## src/design/fail_safe_clock_pkg.sv

```systemverilog
// Constants, encodings and carriers for the fail-safe clock source control block
package fail_safe_clock_pkg;
  // Register indexes; the byte address is four times the index
  localparam logic [7:0] OSC_CTRL_IDX = 8'h8F;
  localparam logic [7:0] OSC_TUNE_IDX = 8'h90;
  localparam logic [7:0] OSC_CFG_IDX = 8'h91;
  localparam logic [7:0] FAIL_FLAG_IDX = 8'h92;
  localparam logic [7:0] FAIL_IE_IDX = 8'h93;
  localparam logic [11:0] OSC_CTRL_ADDR = {2'h0, OSC_CTRL_IDX, 2'h0};
  localparam logic [11:0] OSC_TUNE_ADDR = {2'h0, OSC_TUNE_IDX, 2'h0};
  localparam logic [11:0] OSC_CFG_ADDR = {2'h0, OSC_CFG_IDX, 2'h0};
  localparam logic [11:0] FAIL_FLAG_ADDR = {2'h0, FAIL_FLAG_IDX, 2'h0};
  localparam logic [11:0] FAIL_IE_ADDR = {2'h0, FAIL_IE_IDX, 2'h0};

  // Field positions
  localparam int FREQ_LSB = 4;
  localparam int START_UP_TIMEOUT_STATUS_BIT = 3;
  localparam int HTS_BIT = 2;
  localparam int LTS_BIT = 1;
  localparam int SCS_BIT = 0;
  localparam int TUNE_LSB = 0;
  localparam int CFG_MODE_LSB = 0;
  localparam int CFG_TWO_SPEED_BIT = 3;
  localparam int CFG_MON_EN_BIT = 4;
  localparam int FAIL_FLAG_BIT = 7;
  localparam int FAIL_ACTIVE_BIT = 0;
  localparam int FAIL_IE_BIT = 7;

  // Values after reset
  localparam logic [2:0] FREQ_RST = 3'h6;
  localparam logic SCS_RST = 1'h0;
  localparam logic [4:0] TUNE_RST = 5'h00;
  localparam logic [2:0] CFG_MODE_RST = 3'h1;
  localparam logic CFG_TWO_SPEED_RST = 1'h0;
  localparam logic CFG_MON_EN_RST = 1'h0;
  localparam logic FAIL_IE_RST = 1'h0;

  // Cycle counts, in edges of the oscillator being counted
  localparam int OST_COUNT = 1024;
  localparam int SAMPLE_DIV = 64;
  localparam logic [10:0] OST_LAST = 11'(OST_COUNT - 1);
  localparam logic [5:0] DIV_LAST = 6'(SAMPLE_DIV - 1);

  typedef enum logic [2:0] {
    MODE_LP = 3'b000,
    MODE_XT = 3'b001,
    MODE_HS = 3'b010,
    MODE_EC = 3'b011,
    MODE_RC = 3'b100,
    MODE_RCIO = 3'b101
  } osc_mode_e;

  typedef enum logic [1:0] {
    ST_START = 2'b00,
    ST_EXT = 2'b01,
    ST_FAIL = 2'b10,
    ST_SLEEP = 2'b11
  } clk_state_e;

  typedef struct packed {
    logic monEn;
    logic twoSpeedEn;
    logic [2:0] mode;
  } osc_cfg_s;

  typedef struct packed {
    logic runInternal;
    logic cpuHold;
    logic [2:0] freqSel;
    logic [4:0] tune;
  } clk_ctrl_s;
endpackage

```

## src/design/fail_safe_clock_control.sv

```systemverilog
// Clock source selection, start-up timer and fail-safe monitor with APB registers
//
// The implementer's own choice: the APB interface to the registers.
`timescale 1ns/1ps
`default_nettype none

module fail_safe_clock_control (
  input wire logic core_clk, // 125 MHz core clock
  input wire logic rst_b, // Asynchronous reset, active low
  input wire logic psel, // APB select
  input wire logic penable, // APB enable
  input wire logic pwrite, // APB write
  input wire logic [11:0] paddr, // APB byte address
  input wire logic [31:0] pwdata, // APB write data
  output logic [31:0] prdata, // APB read data
  output logic pready, // APB ready
  output logic pslverr, // APB error on unmapped address
  input wire logic extClk, // External oscillator level
  input wire logic lfClk, // Low-frequency internal oscillator level
  input wire logic hfStable, // High-frequency internal oscillator stable
  input wire logic lfStable, // Low-frequency internal oscillator stable
  input wire logic sleepEnter, // Sleep instruction executed, pulse
  input wire logic wakeUp, // Wake-up from sleep, pulse
  output fail_safe_clock_pkg::clk_ctrl_s clkCtrl, // Clock mux control
  output logic failSafeActive, // Fail-safe condition in force
  output logic oscFailIrq // Oscillator fail interrupt request
);
  import fail_safe_clock_pkg::*;

  clk_state_e state_q, state_d;
  logic [10:0] ostCnt_q, ostCnt_d;
  logic [5:0] divCnt_q, divCnt_d;
  logic failLatch_q, failLatch_d;
  logic extPrev_q, lfPrev_q;
  logic scs_q, scs_d;
  logic [2:0] freq_q, freq_d;
  logic [4:0] tune_q, tune_d;
  osc_cfg_s cfg_q, cfg_d;
  logic flag_q, flag_d;
  logic ie_q, ie_d;
  clk_ctrl_s ctrl_q, ctrl_d;
  logic [31:0] rdData_q, rdData_d;
  logic extFall, lfFall, sampleTick, failDet, ostDone;
  logic wrEn, wrCtrl, scsToggle, crystal, twoSpeed, addrHit, start_up_timeout_status;
  logic [7:0] ctrlRead;

  // Inputs are synchronous, so one delay flop is enough for edge detection
  assign extFall = extPrev_q & ~extClk;
  assign lfFall = lfPrev_q & ~lfClk;
  assign sampleTick = lfFall && (divCnt_q == DIV_LAST);
  assign crystal = (cfg_q.mode == MODE_LP) || (cfg_q.mode == MODE_XT) || (cfg_q.mode == MODE_HS);
  assign twoSpeed = cfg_q.twoSpeedEn | cfg_q.monEn;
  assign ostDone = (state_q == ST_START) && crystal && extFall && (ostCnt_q == OST_LAST);
  // Detection only in the ST_EXT state, whatever the select bit; start-up never trips it
  assign failDet = cfg_q.monEn && (state_q == ST_EXT) && sampleTick
    && !failLatch_q && !extFall;
  assign wrEn = psel && penable && pwrite;
  assign wrCtrl = wrEn && (paddr == OSC_CTRL_ADDR);
  assign scsToggle = wrCtrl && (pwdata[SCS_BIT] != scs_q);
  assign start_up_timeout_status = (state_q == ST_EXT) && !scs_q;
  assign addrHit = (paddr == OSC_CTRL_ADDR) || (paddr == OSC_TUNE_ADDR)
    || (paddr == OSC_CFG_ADDR) || (paddr == FAIL_FLAG_ADDR) || (paddr == FAIL_IE_ADDR);
  assign ctrlRead = {1'b0, freq_q, start_up_timeout_status, hfStable, lfStable, scs_q};

  // Zero wait states: every access completes in its first access cycle
  assign pready = 1'b1;
  assign pslverr = psel && penable && !addrHit;
  assign prdata = rdData_q;
  assign clkCtrl = ctrl_q;
  assign failSafeActive = (state_q == ST_FAIL);
  assign oscFailIrq = flag_q & ie_q;

  always_comb
  begin
    state_d = state_q;
    ostCnt_d = ostCnt_q;
    case (state_q)
      ST_START:
      begin
        if (!crystal)
        begin
          state_d = ST_EXT;
          ostCnt_d = 11'h000;
        end
        else if (extFall)
        begin
          if (ostCnt_q == OST_LAST)
          begin
            state_d = ST_EXT;
            ostCnt_d = 11'h000;
          end
          else
          begin
            ostCnt_d = ostCnt_q + 11'h001;
          end
        end
      end
      ST_EXT:
      begin
        if (failDet)
        begin
          state_d = ST_FAIL;
        end
      end
      ST_FAIL:
      begin
        state_d = ST_FAIL;
      end
      ST_SLEEP:
      begin
        if (wakeUp)
        begin
          state_d = ST_START;
          ostCnt_d = 11'h000;
        end
      end
      default:
      begin
        state_d = ST_START;
        ostCnt_d = 11'h000;
      end
    endcase
    if (scsToggle)
    begin
      state_d = ST_START;
      ostCnt_d = 11'h000;
    end
    // Sleep aborts any start-up in progress, so timeout status stays clear
    if (sleepEnter)
    begin
      state_d = ST_SLEEP;
      ostCnt_d = 11'h000;
    end
  end

  always_comb
  begin
    divCnt_d = divCnt_q;
    if (lfFall)
    begin
      divCnt_d = (divCnt_q == DIV_LAST) ? 6'h00 : divCnt_q + 6'h01;
    end
    failLatch_d = failLatch_q;
    if (sampleTick)
    begin
      failLatch_d = 1'b0;
    end
    if (extFall)
    begin
      failLatch_d = 1'b1;
    end
  end

  always_comb
  begin
    scs_d = scs_q;
    freq_d = freq_q;
    tune_d = tune_q;
    cfg_d = cfg_q;
    ie_d = ie_q;
    flag_d = flag_q;
    if (wrCtrl)
    begin
      scs_d = pwdata[SCS_BIT];
      freq_d = pwdata[FREQ_LSB +: 3];
    end
    if (wrEn && (paddr == OSC_TUNE_ADDR))
    begin
      tune_d = pwdata[TUNE_LSB +: 5];
    end
    if (wrEn && (paddr == OSC_CFG_ADDR))
    begin
      cfg_d.mode = pwdata[CFG_MODE_LSB +: 3];
      cfg_d.twoSpeedEn = pwdata[CFG_TWO_SPEED_BIT];
      cfg_d.monEn = pwdata[CFG_MON_EN_BIT];
    end
    if (wrEn && (paddr == FAIL_IE_ADDR))
    begin
      ie_d = pwdata[FAIL_IE_BIT];
    end
    // Clearing is refused while the condition stands
    if (wrEn && (paddr == FAIL_FLAG_ADDR) && !pwdata[FAIL_FLAG_BIT] && (state_q != ST_FAIL))
    begin
      flag_d = 1'b0;
    end
    if (failDet)
    begin
      flag_d = 1'b1;
    end
  end

  // Mux control follows the next state so it lines up with state_q
  always_comb
  begin
    ctrl_d.runInternal = scs_d || (state_d != ST_EXT);
    ctrl_d.cpuHold = (state_d == ST_SLEEP)
      || ((state_d == ST_START) && !twoSpeed && !scs_d);
    ctrl_d.freqSel = freq_d;
    ctrl_d.tune = tune_d;
  end

  // Read data is captured in the setup cycle and shown in the access cycle
  always_comb
  begin
    rdData_d = rdData_q;
    if (psel && !penable)
    begin
      rdData_d = 32'h0000_0000;
      case (paddr)
        OSC_CTRL_ADDR: rdData_d[7:0] = ctrlRead;
        OSC_TUNE_ADDR: rdData_d[TUNE_LSB +: 5] = tune_q;
        OSC_CFG_ADDR: rdData_d[4:0] = {cfg_q.monEn, cfg_q.twoSpeedEn, cfg_q.mode};
        FAIL_FLAG_ADDR: rdData_d[7:0] = {flag_q, 6'h00, state_q == ST_FAIL};
        FAIL_IE_ADDR: rdData_d[FAIL_IE_BIT] = ie_q;
        default: rdData_d = 32'h0000_0000;
      endcase
    end
  end

  always_ff @(posedge core_clk or negedge rst_b)
  begin
    if (!rst_b)
    begin
      state_q <= ST_START;
      ostCnt_q <= 11'h000;
      divCnt_q <= 6'h00;
      failLatch_q <= 1'b0;
      extPrev_q <= 1'b0;
      lfPrev_q <= 1'b0;
      scs_q <= SCS_RST;
      freq_q <= FREQ_RST;
      tune_q <= TUNE_RST;
      cfg_q <= {CFG_MON_EN_RST, CFG_TWO_SPEED_RST, CFG_MODE_RST};
      flag_q <= 1'b0;
      ie_q <= FAIL_IE_RST;
      ctrl_q <= {1'b1, 1'b0, FREQ_RST, TUNE_RST};
      rdData_q <= 32'h0000_0000;
    end
    else
    begin
      state_q <= state_d;
      ostCnt_q <= ostCnt_d;
      divCnt_q <= divCnt_d;
      failLatch_q <= failLatch_d;
      extPrev_q <= extClk;
      lfPrev_q <= lfClk;
      scs_q <= scs_d;
      freq_q <= freq_d;
      tune_q <= tune_d;
      cfg_q <= cfg_d;
      flag_q <= flag_d;
      ie_q <= ie_d;
      ctrl_q <= ctrl_d;
      rdData_q <= rdData_d;
    end
  end
endmodule // fail_safe_clock_control

`default_nettype wire

```

## config.mk

```make
export PLATFORM = sky130hd
export DESIGN_NAME = fail_safe_clock_control
export DESIGN_NICKNAME = d
export VERILOG_FILES = /design/src/design/fail_safe_clock_pkg.sv /design/src/design/fail_safe_clock_control.sv
export SDC_FILE = /design/constraint.sdc
export NUM_CORES = 1
export LEC_CHECK = 0
export BUFFER_PORTS_ARGS = -buffer_cell sky130_fd_sc_hd__buf_2
export CORE_UTILIZATION = 44
export CTS_CLUSTER_DIAMETER = 40
export DETAILED_ROUTE_END_ITERATION = 8
export PLACE_DENSITY_LB_ADDON = 0.05
export SYNTH_ARGS = -nofsm -noshare
export SYNTH_HDL_FRONTEND = slang
export SYNTH_SLANG_ARGS = --single-unit
```

## constraint.sdc

```tcl
create_clock -name core_clk -period 1.9 [get_ports core_clk]
set_input_delay 0.285 -clock core_clk [delete_from_list [all_inputs] [get_ports core_clk]]
set_output_delay 0.285 -clock core_clk [all_outputs]
set_load 0.03 [all_outputs]
```

### Yosys cells after proc, flatten, opt, wreduce, memory -nomap -nowiden

Cells that the tools add are included.

| storage, ports and cells | value |
|---|---|
| flip-flop bits (word level) | 48 |
| output and inout bits | 46 |
| bits of input ports | 55 |

| operators by class | value |
|---|---|
| equality and inequality tests | 18 |
| $add $sub $neg | 2 |
| reduce and logical (&&, ||, !) cells | 43 |
| multiplexer cells | 24 |
| bitwise logic cells | 6 |

Operators by type and width:

| operator | count |
|---|---|
| 11-bit 2-to-1 mux | 6 |
| 12-bit by 10-bit == test with 1-bit output (second input constant) | 5 |
| 11-bit case mux with 2 select lines | 1 |
| 1-bit logical AND | 20 |
| 5-bit case mux with 4 select lines | 1 |
| 2-bit 2-to-1 mux | 8 |
| 11-bit by 1-bit adder with 11-bit output (second input constant) | 1 |
| 11-bit by 10-bit == test with 1-bit output (second input constant) | 1 |
| 1-bit logical NOT | 8 |
| 1-bit logical OR | 8 |
| 2-bit case mux with 4 select lines | 1 |
| 6-bit by 1-bit adder with 6-bit output (second input constant) | 1 |
| 2-bit == test (second input constant) | 3 |
| 6-bit == test (second input constant) | 1 |
| 6-bit 2-to-1 mux | 1 |
| 1-bit 2-to-1 mux | 5 |
| 5-bit inequality test (second input constant) | 1 |
| 2-bit logical NOT | 2 |
| 4-bit inequality test (second input constant) | 1 |
| 2-bit nonzero test | 2 |
| 4-bit nonzero test | 1 |
| 1-bit bitwise AND | 3 |
| 3-bit by 1-bit == test with 1-bit output (second input constant) | 1 |
| 3-bit by 2-bit == test with 1-bit output (second input constant) | 1 |
| other kinds (9) | 10 |

### Longest topological paths before layout

Gate-level depths: netlist of run 1.

| depth | value |
|---|---|
| word-level depth | 14 |
| gate-level depth with buffers | 8 |

### Worst setup path before layout of run 1

No wires, ideal clock.

| path | value |
|---|---|
| kind | input port to flip-flop |
| start | in paddr[8] |
| end | reg ostCnt_q[9] |
| path slack | -0.280 ns |
| required time | 1.770 ns |
| arrival | 2.049 ns |
| stages | 7 |
| path through | or4b_4 -> or4_4 -> buf_6 -> o211a_1 -> nor3_2 -> xnor2_1 -> nor2_1 |

| on the way | value |
|---|---|
| cells in the longest elaborated chain, start to end | 5 |
| elaborated cells between the ends (all ways) | 9 |

RTL lines:

| element | line | RTL |
|---|---|---|
| from (decl) | fail_safe_clock_control.sv:13 | `input wire logic [11:0] paddr,` |
| 12-bit by 10-bit == test with 1-bit output (*) | fail_safe_clock_control.sv:58 | `assign wrCtrl = wrEn && (paddr == OSC_CTRL_ADDR);` |
| 1-bit logical AND (*) | fail_safe_clock_control.sv:58 |  |
| 1-bit logical AND (*) | fail_safe_clock_control.sv:59 | `assign scsToggle = wrCtrl && (pwdata[SCS_BIT] != scs_q);` |
| 5-bit inequality test (no source line), or another cell as far along | n/a |  |
| 3-bit AND reduction (no source line) or 11-bit 2-to-1 mux (tied branches) | n/a |  |
| to (signal assigned) | fail_safe_clock_control.sv:242 | `ostCnt_q <= ostCnt_d;` |
| to (decl) | fail_safe_clock_control.sv:31 | `logic [10:0] ostCnt_q, ostCnt_d;` |

Mark *: on every way between the ends. The rest lies on a longest branch, timed or not.
A chain may end at the register's enable or synchronous reset.

### Worst setup path after layout of run 1

| path | value |
|---|---|
| start | in paddr[5] |
| end | out pslverr |

| on the way | value |
|---|---|
| cells in the longest elaborated chain, start to end | 7 |
| elaborated cells between the ends (all ways) | 11 |

RTL lines:

| element | line | RTL |
|---|---|---|
| 12-bit by 10-bit == test with 1-bit output | fail_safe_clock_control.sv:61 | `assign addrHit = (paddr == OSC_CTRL_ADDR) \|\| (paddr == OSC_TUNE_ADDR)` |
| 1-bit logical OR | fail_safe_clock_control.sv:61 |  |
| 1-bit logical OR (2 in a row) | fail_safe_clock_control.sv:62 | `\|\| (paddr == OSC_CFG_ADDR) \|\| (paddr == FAIL_FLAG_ADDR) \|\| (paddr == FAIL_IE_ADDR);` |
| 1-bit logical OR (*) | fail_safe_clock_control.sv:62 |  |
| 1-bit logical NOT (*) | fail_safe_clock_control.sv:67 | `assign pslverr = psel && penable && !addrHit;` |
| 1-bit logical AND (*) | fail_safe_clock_control.sv:67 |  |
| to (decl) | fail_safe_clock_control.sv:17 | `output logic pslverr,` |

Marked as above.

==> impl_metrics.tcl, run 1 <==
set metrics [dict create \
    first_iter_violations 57 \
    p_leak_nw 1.72 \
    portion_of_synthesized_cell_area_occupied_by_the_leading_cell_type_pct 41.6 \
    hp-class "in -> reg" \
    htree_levels 2 \
    stdcell_count 433 \
    result_of_the_run "complete, but fails checks" \
    flip_flop_and_latch_count_after_synthesis 48 \
    design.final.nets 421 \
    detailedPlacementHpwl_um 4420 \
    finalWorstPathRequiredPeriod_ns 1.99 \
    yosys.cell_count.top_type "sky130_fd_sc_hd__dfrtp_1" \
    global_route.usage.total_pct 19.7 \
    number_of_cells_on_the_worst_reg_to_reg_path 7 \
    wirelength_um 5990 \
    clk_latency_ns 0.30 \
    tritoncts "yes" \
    clk_pin_slew_worst_paths_ns 0.08 \
    timing.max_slew.rel_slack_pct 62.0 \
    cts_max_path_buffers 2 \
    layout_overhead_on_the_synthesized_area_pct 31.7 \
    min-delay-start "extClk" \
    remaining_drc_errors 0 \
    cp_slowest_stage_delay_ns 0.46 \
    crit_required_ns 1.62 \
    clock-skew-final_ns 0.0117 \
    via_count_of_the_first_global_routing_pass 2012 \
    syn-mean-instance-area_um2 9.87 \
    worst_ep_arrival_time_ns 1.71 \
    die_footprint_um2 6330 \
    yosys_warnings 0 \
    antenna_found_initial 0 \
    fillers 519 \
    total_placed_cells_including_tap_cells 419 \
    failed_checks "negative setup slack" \
    die_y_um 79.6 \
    dp_worst_setup_slack_ns -0.338 \
    first_pass_iters 6 \
    critical_path.reg2reg.endpoint "clkCtrl[8]$_DFF_PN0_" \
    min_to "extPrev_q$_DFF_PN0_" \
    worst-path-max-fanout 2 \
    grt_pass1_wl_um 9610 \
    crit_path_end_kind "primary output" \
    final_critical_path_setup_slack_ns -0.0925 \
    routed-via-count 2157 \
    drive_above_1_share_pct 40.4 \
    insertedDiodeCount 0 \
    final.period_utilization_pct 105 \
    synth-async-reset-ratio_pct 100 \
    floorplan.initialDensity_pct 46.9 \
    finalSetupViolCount 2 \
    drt-wirelength-per-cell_um 13.8 \
    cts_buffers 5 \
    gp_congestion 0.817 \
    rows 27 \
    grt_setup_unrepaired "true" \
    placedInstanceArea_um2 3210 \
    grt.overflow.total 0 \
    antenna_violation_net_count_after_detailed_routing 0 \
    fin_total_pwr_w 0.00269 \
    worst_hold_path.num_cells 1 \
    netlist_instances 268 \
    stdcell_area_um2 3490 \
    synth_sequential_area_ratio_pct 45.6 \
    clock_sinks 48 \
    synth_top_cells_by_area "sky130_fd_sc_hd__dfrtp_1, sky130_fd_sc_hd__buf_4, sky130_fd_sc_hd__nand2_1, sky130_fd_sc_hd__dfstp_2, sky130_fd_sc_hd__mux2_1" \
    hold_viol_final 0 \
    portBuffers 51 \
    timing.critical_path.cells "buf_6 > or3b_4 > or4_4 > buf_6 > a21oi_2 > a211oi_2 > buf_4" \
    timing.critical_path.from_type "input pin" \
    pin_count_of_the_biggest_net_entering_global_routing 27 \
    root_buffer "sky130_fd_sc_hd__clkbuf_8" \
    r2r-start "divCnt_q[1]$_DFFE_PN0P_" \
    max_cap_violations 0 \
    report.final.slew_viol_count 0 \
    critical-path-top-cell-by-count "sky130_fd_sc_hd__buf_6" \
    criticalPathCategory "in -> out" \
    crit_path_top_delay_cell "sky130_fd_sc_hd__or4_4" \
    syn-cell-area_um2 2650 \
    synth_edf_count 0 \
    power.ir.vdd_worst_mv 0.579 \
    core_um2 5640 \
    timing.reg2reg.setup_slack_ns -0.03 \
    top_post_synthesis_cells_by_count "sky130_fd_sc_hd__dfrtp_1, sky130_fd_sc_hd__nand2_1, sky130_fd_sc_hd__buf_4" \
    dieWidth_um 79.6 \
    fmax_mhz 502 \
    worstMarginPinSlew_ns 0.566 \
    yosys.cell_types.count 53 \
    powerDensity_nw_per_um2 773 \
    via_per_inst 4.98 \
    number_of_i_o_pins 101 \
    synth_top_area_cell "sky130_fd_sc_hd__dfrtp_1" \
    yosys_most_used_dff "sky130_fd_sc_hd__dfrtp_1" \
]
[how the worst max path moves through the flow]
| stage | start | to | slack, ns | cells past startpoint |
|---|---|---|---|---|
| after detailed placement | paddr[8] | clkCtrl[8]$_DFF_PN0_ | -0.34 | 7 |
| final | paddr[5] | pslverr | -0.09 | 7 |
| after global placement | paddr[8] | clkCtrl[8]$_DFF_PN0_ | -0.32 | 7 |
| after global routing | divCnt_q[1]$_DFFE_PN0P_ | clkCtrl[8]$_DFF_PN0_ | -0.13 | 7 |
| after CTS | paddr[5] | pslverr | -0.10 | 7 |
| after floorplan | paddr[8] | clkCtrl[8]$_DFF_PN0_ | -0.24 | 7 |
[critical path, delay by kind of cell]
kind            cells  cell delay, ns
simple gates        2            0.84
buf+inv             3            0.40
compound gates      2            0.18
[cells by family (layout without fill, tap and decap cells)]
family / count (synthesis) / after routing / synth area share [%]
muxes: 13 / 13 / 5.44
adders and majority gates: 6 / 6 / 2.84
other: 2 / 25 / 0.284
buffers and inverters: 33 / 103 / 8.56
xor gates and xnor gates: 11 / 11 / 3.64
and+or+nand+nor: 110 / 110 / 21.9
DFF: 48 / 48 / 45.6
AOI/OAI and AO/OA: 45 / 45 / 11.7
[area by class of cell]
type | count | area, um2 | area share [%]
Tap cell | 72 | 90.1 | 2.58
Inverter | 4 | 15.0 | 0.431
Sequential cell | 48 | 1210 | 34.6
Timing Repair Buffer | 91 | 602 | 17.3
Clock buffer | 5 | 68.8 | 1.97
Multi-Input combinational cell | 210 | 1460 | 41.8
Clock inverter | 3 | 46.3 | 1.33
[cells in the final DEF (no fill, tap or decap), types with 3 or more instances in the layout]
master,instances
sky130_fd_sc_hd__a21o_1,3
sky130_fd_sc_hd__a21oi_1,4
sky130_fd_sc_hd__a222oi_1,4
sky130_fd_sc_hd__and3_1,4
sky130_fd_sc_hd__buf_2,48
sky130_fd_sc_hd__buf_4,37
sky130_fd_sc_hd__buf_6,3
sky130_fd_sc_hd__clkbuf_8,5
sky130_fd_sc_hd__conb_1,25
sky130_fd_sc_hd__dfrtp_1,44
sky130_fd_sc_hd__dfstp_2,4
sky130_fd_sc_hd__ha_1,4
sky130_fd_sc_hd__inv_1,4
sky130_fd_sc_hd__mux2_2,4
sky130_fd_sc_hd__mux2_4,5
sky130_fd_sc_hd__nand2_1,35
sky130_fd_sc_hd__nand2b_1,4
sky130_fd_sc_hd__nand3_1,5
sky130_fd_sc_hd__nand4_1,5
sky130_fd_sc_hd__nand4b_1,3
sky130_fd_sc_hd__nor2_1,19
sky130_fd_sc_hd__nor2b_1,4
sky130_fd_sc_hd__nor3_2,3
sky130_fd_sc_hd__nor3_4,4
sky130_fd_sc_hd__o21ai_0,13
sky130_fd_sc_hd__o21ai_2,3
sky130_fd_sc_hd__xnor2_1,6
sky130_fd_sc_hd__xor2_1,5
[what timing repair did]
action	CTS	global route
endpoints found under the hold margin	21	0
pin swaps	1	7
resized for setup	12	14
buffers inserted	1	4
hold buffers	1	0
endpoints found under the setup margin	3	15
[metal layers]
metal	part of all wire [%]	GRT usage, %
met5	0	0
met4	0.82	4.36
met3	4.3	3.54
met2	46	30.9
met1	49	28.3
[report_power, final]
part	leakage [nW]	switching (W)	internal [W]
sequential	0.629	0.0000553	0.00110
clock	0.0548	0.000369	0.000397
combinational	1.04	0.000435	0.000338
[stage by stage]
step | utilization, % | hold slack, ns | TNS, ns
floorplan | - | -0.0106 | -2.29
global placement | 57.0 | 0.306 | -7.35
detailed placement | 57.0 | 0.314 | -7.34
CTS | 60.2 | 0.112 | -0.119
global route | 61.8 | 0.117 | -0.417
finish | 61.8 | 0.131 | -0.134
[registers in the layout (all words and copies together) (netlist names)]
| signal | count |
|---|---|
| state_q | 2 |
| ie_q | 1 |
| lfPrev_q | 1 |
| scs_q | 1 |
| prdata | 8 |
| clkCtrl | 10 |
| cfg_q | 5 |
| failLatch_q | 1 |
| flag_q | 1 |
| extPrev_q | 1 |
| ostCnt_q | 11 |
| divCnt_q | 6 |
No activity file was read; power rests on OpenSTA's default activity.
==> run 2, diff against run 1 <==
==> constraint.sdc (replaced) <==
create_clock -name core_clk -period 1.6 [get_ports core_clk]
set_input_delay 0.24 -clock core_clk [delete_from_list [all_inputs] [get_ports core_clk]]
set_output_delay 0.24 -clock core_clk [all_outputs]
set_load 0.03 [all_outputs]
==> run 2 against run 1 <==
Net effect:
- the flow still finishes with violations (negative setup slack)
- non-clock buffer count grew 34
- cell count grew 7.9%
- sequential power grew 18%
- critical path depth is the same
- clock skew shrank 0.0047 ns
- sequential cell count is the same
- critical endpoint is now clkCtrl[8]$_DFF_PN0_
- largest cell class unchanged
==> impl_metrics.tcl, run 2 (synthesis gave the netlist of run 1 again) <==
set metrics [dict create \
    result_of_the_run "complete, but fails checks" \
    failed_checks "negative setup slack" \
    layout.cells.most_common "sky130_fd_sc_hd__buf_4" \
    cts_max_path_buffers 2 \
    via_count_of_the_first_global_routing_pass 2260 \
    first_iter_violations 125 \
    final_critical_path_setup_slack_ns -0.380 \
    drt-wirelength-per-cell_um 14.6 \
    placedInstanceArea_um2 3420 \
    gp_congestion 0.889 \
    rows 27 \
    largest_register_ff_count 11 \
    crit_family "simple AND/OR/NAND/NOR gates" \
    portBuffers 51 \
    clk_pin_slew_worst_paths_ns 0.09 \
    criticalPathCategory "in -> reg" \
    max_flop_register "ostCnt_q" \
    max_cap_violations 0 \
    die_y_um 79.6 \
    powerDensity_nw_per_um2 880 \
    wirelength_um 6800 \
    worstMarginPinSlew_ns 0.639 \
    floorplan.initialDensity_pct 46.9 \
    stdcell_area_um2 4010 \
    fin_total_pwr_w 0.00353 \
    via_per_inst 5.13 \
    remaining_drc_errors 0 \
    p_leak_nw 1.96 \
    die_footprint_um2 6330 \
    dp_worst_setup_slack_ns -0.612 \
    clock_sinks 48 \
    power.ir.vdd_worst_mv 0.618 \
    finalSetupViolCount 35 \
    layout_overhead_on_the_synthesized_area_pct 51.6 \
    worst_ep_arrival_time_ns 2.20 \
    cts_buffers 5 \
    finalWorstPathRequiredPeriod_ns 1.98 \
    stdcell_count 467 \
    first_pass_iters 4 \
    drive_above_1_share_pct 51.4 \
    timing.critical_path.cells "buf_6 > or4b_4 > or4_4 > o2bb2ai_4 > a21oi_2 > or3_4 > o31ai_2" \
    final.period_utilization_pct 124 \
    grt_setup_unrepaired "true" \
    hold_viol_final 0 \
    antenna_violation_net_count_after_detailed_routing 0 \
    antenna_found_initial 0 \
    report.final.slew_viol_count 0 \
    pin_count_of_the_biggest_net_entering_global_routing 31 \
    hp-class "in -> reg" \
    dieWidth_um 79.6 \
    core_um2 5640 \
    worstPathBufferInverterCount 1 \
    clk_latency_ns 0.30 \
    number_of_i_o_pins 101 \
    timing.max_slew.rel_slack_pct 57.1 \
    timing.critical_path.from_type "input pin" \
    cp_slowest_stage_delay_ns 0.62 \
    crit_path_top_delay_cell "sky130_fd_sc_hd__or4_4" \
    grt.overflow.total 0 \
    crit_path_end_kind "flop" \
    crit_required_ns 1.82 \
    commonest_cells_after_routing_fill_and_taps_aside "sky130_fd_sc_hd__buf_4, sky130_fd_sc_hd__buf_2, sky130_fd_sc_hd__dfrtp_1" \
    tritoncts "yes" \
    worst-path-max-fanout 6 \
    global_route.usage.total_pct 22.3 \
    clock-skew-final_ns 0.00702 \
    routed-via-count 2395 \
    total_placed_cells_including_tap_cells 445 \
    grt_pass1_wl_um 10800 \
    insertedDiodeCount 0 \
    detailedPlacementHpwl_um 4700 \
    design.final.nets 455 \
    root_buffer "sky130_fd_sc_hd__clkbuf_8" \
    fmax_mhz 505 \
    htree_levels 2 \
]
-- run 2: area by class of cell --
| cell class | instances | area [um2] |
|---|---|---|
| clock inverter | 3 | 47.5 |
| inverter | 4 | 15.0 |
| timing repair buffer | 125 | 931 |
| sequential | 48 | 1210 |
| tap | 72 | 90.1 |
| clock buffer | 5 | 68.8 |
| fill | 447 | 1630 |
| multi-input combinational | 210 | 1650 |
-- run 2: path summary, 6_finish.rpt --
kind	cells after the start	slack, ns	to	from
worst max-delay path	7	-0.38	clkCtrl[8]$_DFF_PN0_	paddr[8]
worst min-delay path	3	0.11	clkCtrl[6]$_DFFE_PN1P_	pwdata[5]
worst max register to register	8	-0.29	clkCtrl[8]$_DFF_PN0_	state_q[0]$_DFF_PN0_
worst min register to register	2	0.47	clkCtrl[7]$_DFFE_PN1P_	clkCtrl[7]$_DFFE_PN1P_
max in group asynchronous	3	0.60	cfg_q[0]$_DFFE_PN1P_	rst_b
min in group asynchronous	2	0.41	prdata[2]$_DFFE_PN0P_	rst_b
-- run 2: power by group --
group / switching [W] / total, W / internal (W)
combinational: 0.000653 / 0.00128 / 0.000623
clock: 0.000425 / 0.000896 / 0.000471
sequential: 0.0000562 / 0.00136 / 0.00131
total: 0.00113 / 0.00353 / 0.00240
-- run 2: worst register-to-register path, delay by kind of cell (launching register included) --
family	cells	cell delay [ns]
adders and majority gates	1	0.18
DFF	1	0.43
and+or+nand+nor	1	0.33
buffers and inverters	2	0.24
AOI/OAI and AO/OA	4	0.63
-- run 2: through the flow --
stage	hold WS (ns)	util (%)	TNS, ns
after CTS	0.104	68.8	-6.57
final	0.111	71.1	-7.64
after floorplan	-0.0556	-	-10.02
after global routing	0.0901	71.1	-9.04
after detailed placement	0.217	60.7	-17.62
after global placement	0.221	60.7	-16.95
-- run 2: metal layers --
metal | vias up | wire, um | track usage, %
met5 | - | 0 | 0
met4 | 0 | 105 | 7.45
met3 | 12 | 361 | 4.46
met2 | 73 | 3350 | 36.8
met1 | 1163 | 2990 | 29.1
li1 | 1147 | - | -
-- run 2: repair_timing --
action                                  4_1_cts  5_1_grt
pin swaps                                    35       19
setup buffers                                 7        6
gates resized for setup                      68       20
hold buffers                                  1        0
hold endpoints to repair                     15        0
endpoints found under the setup margin       36       36
==> run 3, diff against run 2 <==
--- a/config.mk
+++ b/config.mk
@@ -10,6 +10,7 @@
 export CTS_CLUSTER_DIAMETER = 40
 export DETAILED_ROUTE_END_ITERATION = 8
 export PLACE_DENSITY_LB_ADDON = 0.05
+export SKIP_CTS_REPAIR_TIMING = 1
 export SYNTH_ARGS = -nofsm -noshare
 export SYNTH_HDL_FRONTEND = slang
 export SYNTH_SLANG_ARGS = --single-unit
==> run 3 against run 2 <==
Net effect:
- cell count shrank 1.3%
- the run still ends with negative setup slack left
- die area is the same
- largest cell class unchanged
- clock skew shrank 0.0015 ns
- worst setup slack gained 0.029 ns
- design area shrank 3.2%
- critical endpoint is now pslverr
- first-iteration DRC count shrank 5.6%
==> impl_metrics.tcl, run 3 (synthesis gave the netlist of run 1 again) <==
set metrics [dict create \
    timing.critical_path.cells "buf_6 > or3b_4 > or4_4 > buf_6 > a21oi_4 > a211oi_4 > buf_6" \
    htree_levels 2 \
    number_of_i_o_pins 101 \
    max_cap_violations 0 \
    number_of_cells_on_the_worst_reg_to_reg_path 7 \
    hold_slack_ns 0.112 \
    final_util_pct 68.8 \
    first_pass_iters 5 \
    fillers 455 \
    cts_buffers 5 \
    first_iter_violations 118 \
    clock_sinks 48 \
    gp_congestion 0.889 \
    antenna_found_initial 0 \
    global_route.usage.met1_pct 26.5 \
    power.ir.vdd_worst_mv 0.578 \
    result_of_the_run "complete, but fails checks" \
    criticalPathCategory "in -> out" \
    stdcell_count 461 \
    failed_checks "negative setup slack" \
    worstPathBufferInverterCount 3 \
    die_y_um 79.6 \
    grt.overflow.total 0 \
    design.final.nets 449 \
    max_flop_register "ostCnt_q" \
    area.sequential_um2 1210 \
    p_leak_nw 1.90 \
    root_buffer "sky130_fd_sc_hd__clkbuf_8" \
    placedInstanceArea_um2 3420 \
    commonest_cells_after_routing_fill_and_taps_aside "sky130_fd_sc_hd__buf_4, sky130_fd_sc_hd__buf_2, sky130_fd_sc_hd__dfrtp_1" \
    critical-path-top-cell-by-count "sky130_fd_sc_hd__buf_6" \
    layout_overhead_on_the_synthesized_area_pct 46.7 \
    clk_latency_ns 0.30 \
    finalWorstPathRequiredPeriod_ns 1.95 \
    clk_pin_slew_worst_paths_ns 0.09 \
    grt_pass1_wl_um 9660 \
    via_per_inst 5.05 \
    cts_max_path_buffers 2 \
    powerDensity_nw_per_um2 887 \
    final_critical_path_setup_slack_ns -0.350 \
    rows 27 \
    pin_count_of_the_biggest_net_entering_global_routing 31 \
    worst-path-stages 7 \
    report.final.slew_viol_count 0 \
    worst-path-max-fanout 2 \
    area_used_by_multi_input_combinational_logic_um2 1610 \
    portBuffers 51 \
    layout.cells.most_common "sky130_fd_sc_hd__buf_4" \
    hold_viol_final 0 \
    fmax_mhz 513 \
    worst_hold_path.num_cells 3 \
    globalRoute.busiestLayer "met2" \
    global_route.usage.total_pct 19.8 \
    tritoncts "yes" \
    floorplan.initialDensity_pct 46.9 \
    worst_ep_arrival_time_ns 1.71 \
    stdcell_area_um2 3880 \
    antenna_violation_net_count_after_detailed_routing 0 \
    core_um2 5640 \
    timing.max_slew.rel_slack_pct 59.7 \
    total_placed_cells_including_tap_cells 445 \
    groute.layer.met2.usage_pct 32.3 \
    largest_register_ff_count 11 \
    grt.met3_usage_pct 4.34 \
    crit_required_ns 1.36 \
    cp_slowest_stage_delay_ns 0.50 \
    final.period_utilization_pct 122 \
    dieWidth_um 79.6 \
    crit_path_end_kind "primary output" \
    die_footprint_um2 6330 \
    timing.critical_path.from_type "input pin" \
    remaining_drc_errors 0 \
    clock-skew-final_ns 0.00556 \
    detailedPlacementHpwl_um 4700 \
    finalSetupViolCount 35 \
    drt-wirelength-per-cell_um 13.8 \
    crit_path_top_delay_cell "sky130_fd_sc_hd__or4_4" \
    hp-class "in -> reg" \
    grt_setup_unrepaired "true" \
    worstMarginPinSlew_ns 0.601 \
    wirelength_um 6350 \
    routed-via-count 2326 \
    insertedDiodeCount 0 \
    via_count_of_the_first_global_routing_pass 2076 \
    drive_above_1_share_pct 49.4 \
    crit_family "simple AND/OR/NAND/NOR gates" \
    totalNegativeSetupSlack_ns -6.34 \
]
==> run 3: changes by cell type in the layout (fill, tap and decap cells not counted), moves of 3 or more <==
cell                      before  now
sky130_fd_sc_hd__buf_6        22   12
sky130_fd_sc_hd__buf_4        53   57
sky130_fd_sc_hd__o21ai_0       8   12
sky130_fd_sc_hd__o21ai_1       7    3
sky130_fd_sc_hd__nor2_2        2    5
==> run 3: worst reg2reg max path, stage by stage (launching register included) <==
cell                      delay, ns
sky130_fd_sc_hd__dfrtp_1       0.36
sky130_fd_sc_hd__ha_2          0.19
sky130_fd_sc_hd__nand3_2       0.06
sky130_fd_sc_hd__or3_4         0.38
sky130_fd_sc_hd__o21ai_2       0.15
sky130_fd_sc_hd__a21oi_2       0.08
sky130_fd_sc_hd__or3_1         0.33
sky130_fd_sc_hd__o31ai_2       0.21
==> run 3: path summary, 6_finish.rpt <==
kind                                               from  slack [ns]                      to
worst min register to register   clkCtrl[7]$_DFFE_PN1P_        0.47  clkCtrl[7]$_DFFE_PN1P_
worst min-delay path                          pwdata[5]        0.11  clkCtrl[6]$_DFFE_PN1P_
worst max-delay path                           paddr[4]       -0.35                 pslverr
max in group asynchronous                         rst_b        0.61    cfg_q[0]$_DFFE_PN1P_
worst max register to register  divCnt_q[1]$_DFFE_PN0P_       -0.24    clkCtrl[8]$_DFF_PN0_
min in group asynchronous                         rst_b        0.41   prdata[2]$_DFFE_PN0P_
==> run 3: through the flow <==
step | worst slack [ns] | power, W
finish | -0.350 | 0.00345
global route | -0.379 | 0.00362
CTS | -0.479 | 0.00320
detailed placement | -0.612 | 0.00231
global placement | -0.570 | 0.00230
floorplan | -0.495 | 0.00192
==> run 3: layout make-up <==
cell class / instances / area share [%]
repair buffers: 119 / 21.8
well taps: 72 / 2.32
inverters: 4 / 0.387
multi-input cells: 210 / 41.4
flip-flops and latches: 48 / 31.1
clock buffers: 5 / 1.77
clock inverters: 3 / 1.22
==> run 3: where the power goes <==
| part | total (W) | internal, W | switching, W |
|---|---|---|---|
| combinational | 0.00118 | 0.000568 | 0.000615 |
| clock | 0.000897 | 0.000471 | 0.000426 |
| sequential | 0.00137 | 0.00131 | 0.0000601 |
| total | 0.00345 | 0.00234 | 0.00110 |
==> run 3: metal layers <==
metal | share of wire, % | wire length, um
met1 | 46 | 2910
met2 | 49 | 3090
met3 | 4.6 | 294
met4 | 0.84 | 53
met5 | 0 | 0
